$ cat src/clk_stop_pkg.sv
// constants, register map and types for the clock output stop control block
package clk_stop_pkg;

	// register byte offsets
	localparam logic [7:0] ADDR_BUS_HALT_SEL = 8'h03;
	localparam logic [7:0] ADDR_HALT_EN      = 8'h04;
	localparam logic [7:0] ADDR_DRIVE_MODE   = 8'h05;
	localparam logic [7:0] ADDR_MISC_CTL     = 8'h06;
	localparam logic [7:0] ADDR_CHIP_ID      = 8'h07;
	localparam logic [7:0] ADDR_REQ_GROUP    = 8'h08;

	// reset values and writable masks
	localparam logic [7:0] RST_BUS_HALT_SEL  = 8'h00;
	localparam logic [7:0] RST_HALT_EN       = 8'h07;
	localparam logic [7:0] RST_DRIVE_MODE    = 8'h00;
	localparam logic [7:0] RST_MISC_CTL      = 8'h18;
	localparam logic [7:0] RST_REQ_GROUP     = 8'h44;
	localparam logic [7:0] MASK_HALT_EN      = 8'h5f;
	localparam logic [7:0] MASK_MISC_CTL     = 8'hd8;
	localparam logic [7:0] MASK_REQ_GROUP    = 8'h77;

	// identification fields, values arbitrary
	localparam logic [3:0] REVISION_CODE     = 4'h3;
	localparam logic [3:0] VENDOR_CODE       = 4'h5;

	// field positions
	localparam int HE_PROC_LSB      = 0;
	localparam int HE_FREE_LSB      = 3;
	localparam int HE_VIDEO_OFF_HIZ = 6;
	localparam int DM_PROC_OFF_LSB  = 0;
	localparam int DM_REF_OFF_HIZ   = 3;
	localparam int DM_PROC_STOP_LSB = 4;
	localparam int DM_REF_STOP_HIZ  = 7;
	localparam int MISC_SW_BUS_RUN  = 3;
	localparam int RG_A_LSB         = 0;
	localparam int RG_B_LSB         = 4;

	// output counts
	localparam int N_REF  = 8;
	localparam int N_GRP  = 6;
	localparam int N_PROC = 3;
	localparam int N_BUS  = 6;
	localparam int N_FREE = 2;

	// output clock half periods in system cycles, minus one
	localparam int         DIV_W     = 4;
	localparam logic [3:0] DIFF_LAST = 4'h1;
	localparam logic [3:0] BUS_LAST  = 4'h7;

	// power-up latency after power-down release
	localparam int SYS_PERIOD_NS = 4;
	localparam int UP_RESUME_NS  = 1800000;
	localparam int UP_RESUME_CYC = UP_RESUME_NS / SYS_PERIOD_NS;
	localparam int LOCK_W        = 19;

	typedef enum logic [2:0] {
		ST_WAIT_GOOD,
		ST_LOCKING,
		ST_RUN,
		ST_STOPPING,
		ST_DOWN
	} pwr_state_e;

	function automatic logic [DIV_W-1:0] div_next(input logic [DIV_W-1:0] cnt,
		input logic [DIV_W-1:0] last);
		return (cnt == last) ? '0 : cnt + 1'b1;
	endfunction

endpackage

$ cat src/pin_sync3.sv
// three-stage pin synchroniser that accepts a level once stages two and three agree
`timescale 1ns/1ps
module pin_sync3 #(
	parameter logic RST_VAL = 1'b1
) (
	input  wire logic sys_clk,
	input  wire logic rst_n,
	input  wire logic async_in,
	output logic      level
);
	logic s1_r;
	logic s2_r;
	logic s3_r;

	always_ff @(posedge sys_clk)
	begin
		if (!rst_n)
		begin
			s1_r  <= RST_VAL;
			s2_r  <= RST_VAL;
			s3_r  <= RST_VAL;
			level <= RST_VAL;
		end
		else
		begin
			s1_r <= async_in;
			s2_r <= s1_r;
			s3_r <= s2_r;
			if (s2_r == s3_r)
				level <= s3_r;
		end
	end
endmodule

$ cat src/clock_output_stop_control.sv
// output gating and power-down sequencing for the clock generator outputs
// Notes on behaviour
// - bits 6,5,4 let request B stop reference 5,3,1; bit 6 resets set
// - bits 2,1,0 let request A stop reference 4,2,0; bit 2 resets set
// - request inputs async, accepted after equal on two complement rising edges
// - request low resumes its stopped outputs together, glitch free, in 2-6 periods
// - request high stops enabled outputs after next transition, low and undriven
// - shared pin is power good until sampled low, then power-down request
// - power-down synchronised, clocks held before oscillator and synthesizer stop
// - two complement samples high; single-ended low next fall, differential within four
// - power-down differential: mode 0 drives true high, mode 1 tristates both
// - clocks stable within 1.8 ms of release; tristated outputs driven high sooner
// - processor stop halts enabled outputs within two to six periods after sampling
// - stopped processor output holds true high, complement undriven; stop mode 1 tristates the true pin too
// - processor outputs resume within two cycles, no short or long pulses
// - bus stop low stops bus clocks; non-stoppable free bus clocks unaffected
// - bus stop release resumes bus clocks synchronously within two bus periods
// - pin low or software bit low stops stoppable bus clocks, held low
// - software bus stop bit resets set; clear stops, set resumes cleanly
// - three enables, reset set, let processor outputs obey processor stop
`timescale 1ns/1ps
module clock_output_stop_control
	import clk_stop_pkg::*;
#(
	parameter int LOCK_CYC = UP_RESUME_CYC
) (
	input  wire logic              sys_clk,
	input  wire logic              rst_n,
	input  wire logic              clk_request_a_n,
	input  wire logic              clk_request_b_n,
	input  wire logic              proc_clock_halt_n,
	input  wire logic              bus_clock_halt_n,
	input  wire logic              good_or_power_down,
	input  wire logic [7:0]        reg_addr,
	input  wire logic              reg_wr_en,
	input  wire logic [7:0]        reg_wdata,
	output logic      [7:0]        reg_rdata,
	output logic      [N_REF-1:0]  ref_diff_out_t,
	output logic      [N_REF-1:0]  ref_diff_out_c,
	output logic      [N_REF-1:0]  ref_t_oe,
	output logic      [N_REF-1:0]  ref_c_oe,
	output logic      [N_PROC-1:0] proc_clk_true,
	output logic      [N_PROC-1:0] proc_clk_comp,
	output logic      [N_PROC-1:0] proc_true_oe,
	output logic      [N_PROC-1:0] proc_comp_oe,
	output logic                   video_diff_clock_t,
	output logic                   video_diff_clock_c,
	output logic                   video_t_oe,
	output logic                   video_c_oe,
	output logic      [N_BUS-1:0]  bus_clk,
	output logic      [N_FREE-1:0] free_bus_clock,
	output logic                   osc_enable
);
	logic [7:0]        bus_halt_sel_r;
	logic [7:0]        halt_en_r;
	logic [7:0]        drive_mode_r;
	logic [7:0]        misc_ctl_r;
	logic [7:0]        req_group_r;
	logic [DIV_W-1:0]  diff_cnt_r;
	logic [DIV_W-1:0]  bus_cnt_r;
	logic              diff_phase_r;
	logic              bus_phase_r;
	logic [3:0]        pin_lvl;
	logic              bus_pin_lvl;
	logic [3:0]        samp_r;
	logic [3:0]        acc_r;
	pwr_state_e        state_r;
	logic [LOCK_W-1:0] lock_cnt_r;
	logic              diff_hold_r;
	logic              se_hold_r;
	logic [N_REF-1:0]  ref_run_r;
	logic [N_PROC-1:0] proc_run_r;
	logic              bus_run_r;
	logic [N_FREE-1:0] free_run_r;
	logic              diff_tick;
	logic              diff_rise_tick;
	logic              diff_fall_tick;
	logic              bus_tick;
	logic              bus_rise_tick;
	logic              bus_fall_tick;
	logic              proc_halt;
	logic              down_seen;
	logic              bus_stop;
	logic              locking;
	logic [N_REF-1:0]  req_stop;
	logic [N_REF-1:0]  ref_want_stop;

	// request a, request b, processor halt, shared power pin
	pin_sync3 #(.RST_VAL(1'b1)) u_sync_req_a (
		.sys_clk  (sys_clk),
		.rst_n    (rst_n),
		.async_in (clk_request_a_n),
		.level    (pin_lvl[0])
	);
	pin_sync3 #(.RST_VAL(1'b1)) u_sync_req_b (
		.sys_clk  (sys_clk),
		.rst_n    (rst_n),
		.async_in (clk_request_b_n),
		.level    (pin_lvl[1])
	);
	pin_sync3 #(.RST_VAL(1'b1)) u_sync_proc (
		.sys_clk  (sys_clk),
		.rst_n    (rst_n),
		.async_in (proc_clock_halt_n),
		.level    (pin_lvl[2])
	);
	pin_sync3 #(.RST_VAL(1'b1)) u_sync_pwr (
		.sys_clk  (sys_clk),
		.rst_n    (rst_n),
		.async_in (good_or_power_down),
		.level    (pin_lvl[3])
	);
	pin_sync3 #(.RST_VAL(1'b1)) u_sync_bus (
		.sys_clk  (sys_clk),
		.rst_n    (rst_n),
		.async_in (bus_clock_halt_n),
		.level    (bus_pin_lvl)
	);

	assign diff_tick      = (diff_cnt_r == DIFF_LAST);
	assign diff_rise_tick = diff_tick && !diff_phase_r;
	// complement rising edge is the true falling edge
	assign diff_fall_tick = diff_tick && diff_phase_r;
	assign bus_tick       = (bus_cnt_r == BUS_LAST);
	assign bus_rise_tick  = bus_tick && !bus_phase_r;
	assign bus_fall_tick  = bus_tick && bus_phase_r;
	assign proc_halt      = !acc_r[2];
	assign down_seen      = acc_r[3];
	assign locking        = (state_r == ST_LOCKING);
	assign bus_stop       = !(bus_pin_lvl && misc_ctl_r[MISC_SW_BUS_RUN]);

	always_comb
	begin
		for (int i = 0; i < N_REF; i++)
		begin
			req_stop[i] = 1'b0;
			if (i < N_GRP)
				req_stop[i] = (i % 2 == 1) ?
					(req_group_r[RG_B_LSB + i / 2] && acc_r[1]) :
					(req_group_r[RG_A_LSB + i / 2] && acc_r[0]);
			ref_want_stop[i] = req_stop[i] || (bus_stop && bus_halt_sel_r[i]);
		end
	end

	// register writes
	always_ff @(posedge sys_clk)
	begin
		if (!rst_n)
		begin
			bus_halt_sel_r <= RST_BUS_HALT_SEL;
			halt_en_r      <= RST_HALT_EN;
			drive_mode_r   <= RST_DRIVE_MODE;
			misc_ctl_r     <= RST_MISC_CTL;
			req_group_r    <= RST_REQ_GROUP;
		end
		else if (reg_wr_en)
		begin
			unique case (reg_addr)
				ADDR_BUS_HALT_SEL: bus_halt_sel_r <= reg_wdata;
				ADDR_HALT_EN:      halt_en_r      <= reg_wdata & MASK_HALT_EN;
				ADDR_DRIVE_MODE:   drive_mode_r   <= reg_wdata;
				ADDR_MISC_CTL:     misc_ctl_r     <= reg_wdata & MASK_MISC_CTL;
				ADDR_REQ_GROUP:    req_group_r    <= reg_wdata & MASK_REQ_GROUP;
				default:           ;
			endcase
		end
	end

	// register reads; identification ignores writes
	always_ff @(posedge sys_clk)
	begin
		if (!rst_n)
			reg_rdata <= 8'h00;
		else
		begin
			unique case (reg_addr)
				ADDR_BUS_HALT_SEL: reg_rdata <= bus_halt_sel_r;
				ADDR_HALT_EN:      reg_rdata <= halt_en_r;
				ADDR_DRIVE_MODE:   reg_rdata <= drive_mode_r;
				ADDR_MISC_CTL:     reg_rdata <= misc_ctl_r;
				ADDR_CHIP_ID:      reg_rdata <= {REVISION_CODE, VENDOR_CODE};
				ADDR_REQ_GROUP:    reg_rdata <= req_group_r;
				default:           reg_rdata <= 8'h00;
			endcase
		end
	end

	// output clock phases
	always_ff @(posedge sys_clk)
	begin
		if (!rst_n)
		begin
			diff_cnt_r   <= '0;
			bus_cnt_r    <= '0;
			diff_phase_r <= 1'b0;
			bus_phase_r  <= 1'b0;
		end
		else
		begin
			diff_cnt_r <= div_next(diff_cnt_r, DIFF_LAST);
			bus_cnt_r  <= div_next(bus_cnt_r, BUS_LAST);
			if (diff_tick)
				diff_phase_r <= !diff_phase_r;
			if (bus_tick)
				bus_phase_r <= !bus_phase_r;
		end
	end

	// debounce on complement rising edges: a level must match two samples running
	always_ff @(posedge sys_clk)
	begin
		if (!rst_n)
		begin
			samp_r <= 4'hf;
			acc_r  <= 4'hf;
		end
		else if (diff_fall_tick)
		begin
			samp_r <= pin_lvl;
			for (int k = 0; k < 4; k++)
				if (pin_lvl[k] == samp_r[k])
					acc_r[k] <= pin_lvl[k];
		end
	end

	// power sequencing
	always_ff @(posedge sys_clk)
	begin
		if (!rst_n)
		begin
			state_r    <= ST_WAIT_GOOD;
			lock_cnt_r <= '0;
		end
		else
		begin
			unique case (state_r)
				ST_WAIT_GOOD:
					if (!down_seen)
						state_r <= ST_LOCKING;
				ST_LOCKING:
					if (down_seen)
						state_r <= ST_DOWN;
					else if (lock_cnt_r == LOCK_W'(LOCK_CYC - 1))
						state_r <= ST_RUN;
				ST_RUN:
					if (down_seen)
						state_r <= ST_STOPPING;
				ST_STOPPING:
					if (diff_hold_r && se_hold_r)
						state_r <= ST_DOWN;
				ST_DOWN:
					if (!down_seen)
						state_r <= ST_LOCKING;
			endcase
			lock_cnt_r <= locking ? lock_cnt_r + 1'b1 : '0;
		end
	end

	// oscillator only runs once good and outside power-down
	always_ff @(posedge sys_clk)
	begin
		if (!rst_n)
			osc_enable <= 1'b0;
		else
			osc_enable <= (state_r != ST_DOWN) && (state_r != ST_WAIT_GOOD);
	end

	// power-down holds: differential on complement fall, single-ended on falling edge
	always_ff @(posedge sys_clk)
	begin
		if (!rst_n)
		begin
			diff_hold_r <= 1'b1;
			se_hold_r   <= 1'b1;
		end
		else
		begin
			if (state_r == ST_STOPPING && diff_rise_tick)
				diff_hold_r <= 1'b1;
			else if (state_r == ST_RUN && diff_fall_tick)
				diff_hold_r <= 1'b0;
			if (state_r == ST_STOPPING && bus_fall_tick)
				se_hold_r <= 1'b1;
			else if (state_r == ST_RUN && bus_rise_tick)
				se_hold_r <= 1'b0;
		end
	end

	// gate changes only at edges so no short pulse can escape
	always_ff @(posedge sys_clk)
	begin
		if (!rst_n)
		begin
			ref_run_r  <= '1;
			proc_run_r <= '1;
			bus_run_r  <= 1'b1;
			free_run_r <= '1;
		end
		else
		begin
			for (int i = 0; i < N_REF; i++)
				if (diff_fall_tick && ref_want_stop[i])
					ref_run_r[i] <= 1'b0;
				else if (diff_rise_tick && !ref_want_stop[i])
					ref_run_r[i] <= 1'b1;
			for (int i = 0; i < N_PROC; i++)
				if (diff_rise_tick && proc_halt && halt_en_r[HE_PROC_LSB + i])
					proc_run_r[i] <= 1'b0;
				else if (diff_fall_tick && !(proc_halt && halt_en_r[HE_PROC_LSB + i]))
					proc_run_r[i] <= 1'b1;
			if (bus_fall_tick && bus_stop)
				bus_run_r <= 1'b0;
			else if (bus_rise_tick && !bus_stop)
				bus_run_r <= 1'b1;
			for (int j = 0; j < N_FREE; j++)
				if (bus_fall_tick && bus_stop && halt_en_r[HE_FREE_LSB + j])
					free_run_r[j] <= 1'b0;
				else if (bus_rise_tick && !(bus_stop && halt_en_r[HE_FREE_LSB + j]))
					free_run_r[j] <= 1'b1;
		end
	end

	// differential pins; while locking the true pin is driven high
	always_ff @(posedge sys_clk)
	begin
		if (!rst_n)
		begin
			ref_diff_out_t     <= '0;
			ref_diff_out_c     <= '0;
			ref_t_oe           <= '0;
			ref_c_oe           <= '0;
			proc_clk_true      <= '0;
			proc_clk_comp      <= '0;
			proc_true_oe       <= '0;
			proc_comp_oe       <= '0;
			video_diff_clock_t <= 1'b0;
			video_diff_clock_c <= 1'b0;
			video_t_oe         <= 1'b0;
			video_c_oe         <= 1'b0;
		end
		else
		begin
			for (int i = 0; i < N_REF; i++)
			begin
				ref_c_oe[i] <= !diff_hold_r && ref_run_r[i];
				if (diff_hold_r)
				begin
					ref_diff_out_t[i] <= 1'b1;
					ref_diff_out_c[i] <= 1'b0;
					ref_t_oe[i]       <= locking || !drive_mode_r[DM_REF_OFF_HIZ];
				end
				else if (!ref_run_r[i])
				begin
					ref_diff_out_t[i] <= 1'b0;
					ref_diff_out_c[i] <= 1'b0;
					ref_t_oe[i]       <= !req_stop[i] && !drive_mode_r[DM_REF_STOP_HIZ];
					ref_c_oe[i]       <= !req_stop[i] && !drive_mode_r[DM_REF_STOP_HIZ];
				end
				else
				begin
					ref_diff_out_t[i] <= diff_phase_r;
					ref_diff_out_c[i] <= !diff_phase_r;
					ref_t_oe[i]       <= 1'b1;
				end
			end
			for (int i = 0; i < N_PROC; i++)
			begin
				proc_comp_oe[i]  <= !diff_hold_r && proc_run_r[i];
				proc_clk_comp[i] <= !diff_hold_r && proc_run_r[i] && !diff_phase_r;
				if (diff_hold_r)
				begin
					proc_clk_true[i] <= 1'b1;
					proc_true_oe[i]  <= locking || !drive_mode_r[DM_PROC_OFF_LSB + i];
				end
				else
				begin
					proc_clk_true[i] <= !proc_run_r[i] || diff_phase_r;
					proc_true_oe[i]  <= proc_run_r[i] || !drive_mode_r[DM_PROC_STOP_LSB + i];
				end
			end
			video_diff_clock_t <= diff_hold_r || diff_phase_r;
			video_diff_clock_c <= !diff_hold_r && !diff_phase_r;
			video_t_oe         <= !diff_hold_r || locking || !halt_en_r[HE_VIDEO_OFF_HIZ];
			video_c_oe         <= !diff_hold_r;
		end
	end

	// single-ended bus clocks, held low when stopped or powered down
	always_ff @(posedge sys_clk)
	begin
		if (!rst_n)
		begin
			bus_clk        <= '0;
			free_bus_clock <= '0;
		end
		else
		begin
			bus_clk        <= {N_BUS{!se_hold_r && bus_run_r && bus_phase_r}};
			free_bus_clock <= {N_FREE{!se_hold_r && bus_phase_r}} & free_run_r;
		end
	end

	chk_ref_resume_rise: assert property (@(posedge sys_clk) disable iff (!rst_n)
		(|(ref_run_r & ~$past(ref_run_r))) |-> diff_phase_r)
		else $error("reference output resumed away from a rising edge");

	chk_ref_stop_low: assert property (@(posedge sys_clk) disable iff (!rst_n)
		((|(~ref_run_r & $past(ref_run_r))) && !diff_hold_r) |->
			!diff_phase_r ##1 (ref_diff_out_t == (ref_diff_out_t & ref_run_r)))
		else $error("reference output stopped away from a falling edge");

	chk_req_debounce_edge: assert property (@(posedge sys_clk) disable iff (!rst_n)
		(acc_r[1:0] != $past(acc_r[1:0])) |-> $past(diff_fall_tick) &&
			(((acc_r[1:0] ^ $past(acc_r[1:0])) & (acc_r[1:0] ^ $past(samp_r[1:0]))) == 2'b00) &&
			(((acc_r[1:0] ^ $past(acc_r[1:0])) & (acc_r[1:0] ^ samp_r[1:0])) == 2'b00))
		else $error("request level accepted without two matching samples");

	chk_proc_stop_high: assert property (@(posedge sys_clk) disable iff (!rst_n)
		(!diff_hold_r && !proc_run_r[0]) |=> proc_clk_true[0] && !proc_comp_oe[0])
		else $error("stopped processor output not held high with complement released");

	chk_proc_resume_fall: assert property (@(posedge sys_clk) disable iff (!rst_n)
		$rose(proc_run_r[0]) |-> !diff_phase_r && $past(!(proc_halt && halt_en_r[HE_PROC_LSB])))
		else $error("processor output resumed on the wrong edge");

	chk_bus_sw_stop: assert property (@(posedge sys_clk) disable iff (!rst_n)
		(bus_fall_tick && !misc_ctl_r[MISC_SW_BUS_RUN]) |=> !bus_run_r ##1 bus_clk == '0)
		else $error("software bus stop did not hold bus clocks low");

	chk_free_keep_run: assert property (@(posedge sys_clk) disable iff (!rst_n)
		$fell(free_run_r[0]) |-> $past(halt_en_r[HE_FREE_LSB]) && $past(bus_fall_tick))
		else $error("non-stoppable free bus clock was stopped");

	chk_down_enter_hold: assert property (@(posedge sys_clk) disable iff (!rst_n)
		(state_r == ST_RUN ##1 state_r == ST_STOPPING) |-> ##[0:20] (state_r == ST_DOWN))
		else $error("power-down hold not reached in time");

	chk_osc_after_hold: assert property (@(posedge sys_clk) disable iff (!rst_n)
		(state_r == ST_DOWN) |-> diff_hold_r && se_hold_r ##1 !osc_enable)
		else $error("oscillator still enabled or clocks not held in power-down");

	chk_down_drive_mode: assert property (@(posedge sys_clk) disable iff (!rst_n)
		(diff_hold_r && !locking && drive_mode_r[DM_PROC_OFF_LSB]) |=>
			!proc_true_oe[0] && !proc_comp_oe[0])
		else $error("tristate power-down mode still drives a processor pin");

endmodule

$ cat config.mk
export PLATFORM = sky130hd
export DESIGN_NAME = clock_output_stop_control
export DESIGN_NICKNAME = d
export VERILOG_FILES = /design/src/clk_stop_pkg.sv /design/src/pin_sync3.sv /design/src/clock_output_stop_control.sv
export SDC_FILE = /design/constraint.sdc
export NUM_CORES = 1
export LEC_CHECK = 0
export BUFFER_PORTS_ARGS = -buffer_cell sky130_fd_sc_hd__buf_2
export CORE_ASPECT_RATIO = 0.75
export CORE_MARGIN = 5
export CORE_UTILIZATION = 41
export CTS_BUF_LIST = sky130_fd_sc_hd__clkbuf_16
export DETAILED_ROUTE_END_ITERATION = 12
export GPL_TIMING_DRIVEN = 0
export PLACE_DENSITY = 0.59
export SLEW_MARGIN = 20
export SYNTH_ARGS = -nofsm -noshare
export SYNTH_HDL_FRONTEND = slang
export SYNTH_SLANG_ARGS = --single-unit
$ cat constraint.sdc
create_clock -name sys_clk -period 5.8 [get_ports sys_clk]
set_clock_uncertainty 0.05 [all_clocks]
set_input_delay 0.58 -clock sys_clk [delete_from_list [all_inputs] [get_ports sys_clk]]
set_output_delay 0.58 -clock sys_clk [all_outputs]
set_load 0.01 [all_outputs]
==> impl_metrics.tcl <==
set metrics [dict create \
    dp_cells 987 \
    fillers 1443 \
    status "complete, no violations" \
    cp-startpoint "reg_addr[5]" \
    grt_max_degree 17 \
    ys_async_sr_fraction_pct 0 \
    clk_pin_slew_ps 60 \
    cts_buffers 17 \
    yosysSeqAreaShare_pct 52.90 \
    synth_cells 696 \
    die_x_um 153.8 \
    numPortBuffers 86 \
    first_pass_iters 5 \
    stdcell_count 1016 \
    cpMostUsedCell "buf_2" \
    stdcell_area_um2 7632 \
    crit_fanout 10 \
    worst-endpoint-required_ps 6080 \
    synth_nets 724 \
    htreeDepth 4 \
    hold_viol_final 0 \
    grt_overflow 0 \
    drive_above_1_share_pct 15.66 \
    final-max-slew-violation-count 0 \
    synth-seq-cells 168 \
    rows 39 \
    placed_area_um2 7044 \
    ctsHoldBuffers 0 \
    dieArea_um2 18120 \
    root_buffer "clkbuf_16" \
    io_pins 89 \
    cp-end-kind "flop" \
    gp_congestion 0.8740 \
    crit_type "primary input to flop" \
    area_delta_synth_final_pct 20.06 \
    grt_pass1_vias 4973 \
    die-height_um 117.8 \
    cp_cell_sequence "buf_2, or4_1, buf_2, nor3_1, clkbuf_1, a22oi_1, a21oi_1" \
    layout_min_cycle_time_ps 2233 \
    p_leak_nw 3.091 \
    insertion_delay_ps 420 \
    start_util_pct 41.76 \
    crit_arrival_ps 2510 \
    netlist_area_um2 6357 \
    num_vias 5222 \
    yosysWarnings 0 \
    ant_nets 0 \
    max_stage_delay_ps 500 \
    dp_hpwl_mm 11.73 \
    ys.flop_type "dfxtp_1" \
    p_per_area_nw_per_um2 322.5 \
    grt_use_total_pct 17.89 \
    ys_top_cells_by_area "dfxtp_1, nor2_1, mux2i_1" \
    start_kind "primary input" \
    hold_path_class "primary input to flop" \
    nNetsFinal 829 \
    wire_per_inst_um 15.79 \
    r2r-start "state_r[1]" \
    tns_ps 0 \
    drcViolationCount 0 \
    relSlewSlack_pct 44.63 \
    p_total_w 0.002461 \
    vias_per_cell 5.140 \
    synth.distinct_cells 54 \
    vdd_ir_drop_max_v 0.0001954 \
    drt-initial-drc-count 423 \
    hp-start "clk_request_a_n" \
    cp_slowest_cell "or4_1" \
    cts_sinks 168 \
    synth_edf_count 0 \
    clock_path_buffers 2 \
    core_area_um2 15220 \
    avgSynthCellArea_um2 9.134 \
    antenna_found_initial 0 \
    fmax_mhz 447.9 \
    critical_path_buf_inv_count 3 \
    cts_tree "built" \
    worstMarginPinSlew_ps 824.2 \
    drv_cap 0 \
    setup_viol 0 \
    postCtsSetupBuffers 0 \
    crit_family "simple AND/OR/NAND/NOR gates" \
    yosys.area.top_type "dfxtp_1" \
    num_antenna_cells 0 \
    rsz0062_at_grt "false" \
    cts.repair.resized 0 \
    wirelength_mm 16.04 \
    period_share_pct 38.49 \
    grt_pass1_wl_mm 25.92 \
    final_util_pct 50.13 \
    yosysTopAreaCellShare_pct 52.90 \
]
sequential cells by signal, summed over array words and instances, names as in the netlist, 6 cells and up:
| signal | cells |
|---|---|
| lock_cnt_r | 19 |
| bus_halt_sel_r | 8 |
| drive_mode_r | 8 |
| ref_c_oe | 8 |
| ref_diff_out_c | 8 |
| ref_diff_out_t | 8 |
| ref_run_r | 8 |
| ref_t_oe | 8 |
| reg_rdata | 8 |
| halt_en_r | 6 |
| req_group_r | 6 |
cell families (layout without fill, tap and decap cells):
| group | after synthesis | count (layout) | share of synthesized area, % |
|---|---|---|---|
| AOI/OAI and AO/OA | 147 | 147 | 13.68 |
| xor gates and xnor gates | 14 | 14 | 1.929 |
| adders and majority gates | 4 | 4 | 0.7873 |
| buffers and inverters | 53 | 168 | 3.503 |
| DFF | 168 | 168 | 52.90 |
| muxes | 33 | 33 | 5.216 |
| and+or+nand+nor | 277 | 277 | 21.98 |
layer usage:
layer  wire length [um]  up-vias  global-route usage, %
met4                172        0                  5.681
met5                  0        -                      0
li1                   -     2602                      -
met3               1016       15                  5.182
met2               7020      148                  27.08
met1               7832     2457                  24.66
cells in the final DEF (no fill, tap or decap), types with 6 or more instances in the layout:
cell	instances
nor3_1	7
and2_1	25
nand3_1	27
buf_2	90
nand2b_1	27
nand2_1	45
a21oi_1	50
dfxtp_1	168
nand4_1	9
xnor2_1	7
nor2_1	99
nor3b_1	6
xor2_1	7
inv_1	15
a21boi_0	18
mux2i_1	32
a22oi_1	7
or4_1	6
clkbuf_1	26
clkbuf_16	17
o21ai_0	46
worst paths after layout:
kind	to	depth (start not counted)	slack [ps]
hold reg to reg	u_sync_bus.s2_r	1	360
hold / removal	u_sync_req_a.s1_r	2	290
setup / recovery	reg_rdata[0]	7	3570
setup reg to reg	lock_cnt_r[4]	7	3660
metrics by stage:
step           setup slack, ps  hold WS (ps)
2_1_floorplan             3592         336.3
3_3_place_gp              3229         339.0
3_5_place_dp              3194         343.1
4_1_cts                   3626         273.4
5_1_grt                   3495         282.5
6_report                  3567         288.0
cells in the mapped netlist, types with 3 or more instances:
| library cell | n |
|---|---|
| nor2b_1 | 4 |
| nor3b_1 | 6 |
| nand4_1 | 9 |
| xnor2_1 | 7 |
| xor2_1 | 7 |
| and2_1 | 25 |
| a22oi_1 | 7 |
| mux2i_1 | 32 |
| clkbuf_1 | 26 |
| buf_1 | 4 |
| and3_1 | 3 |
| nand3_1 | 27 |
| a21oi_1 | 50 |
| nand2_1 | 45 |
| o21ai_0 | 46 |
| buf_2 | 4 |
| o31ai_1 | 5 |
| a21boi_0 | 18 |
| buf_4 | 5 |
| dfxtp_1 | 168 |
| inv_1 | 13 |
| nor2_1 | 99 |
| o2bb2ai_1 | 3 |
| ha_1 | 4 |
| or4_1 | 6 |
| a31oi_1 | 3 |
| nor3_1 | 7 |
| or3_1 | 3 |
| a311oi_1 | 4 |
| nand2b_1 | 27 |
where the power goes:
group / leakage (nW) / internal (W) / switching [W]
combinational: 1.44 / 0.0000461 / 0.0000833
sequential: 1.37 / 0.00118 / 0.0000141
clock: 0.284 / 0.000705 / 0.000433
total: 3.09 / 0.00193 / 0.000531
cell type report:
class                      count  area (um2)  area share [%]
clock inverter                12       162.7           2.131
timing repair buffer          86       430.4           5.639
tap                          205       256.5           3.361
inverter                      14       52.55          0.6885
multi-input combinational    475        2771           36.31
sequential                   168        3363           44.07
clock buffer                  17       425.4           5.574
buffer                        39       170.2           2.230
Note: power is estimated with default switching activity, not from simulation.
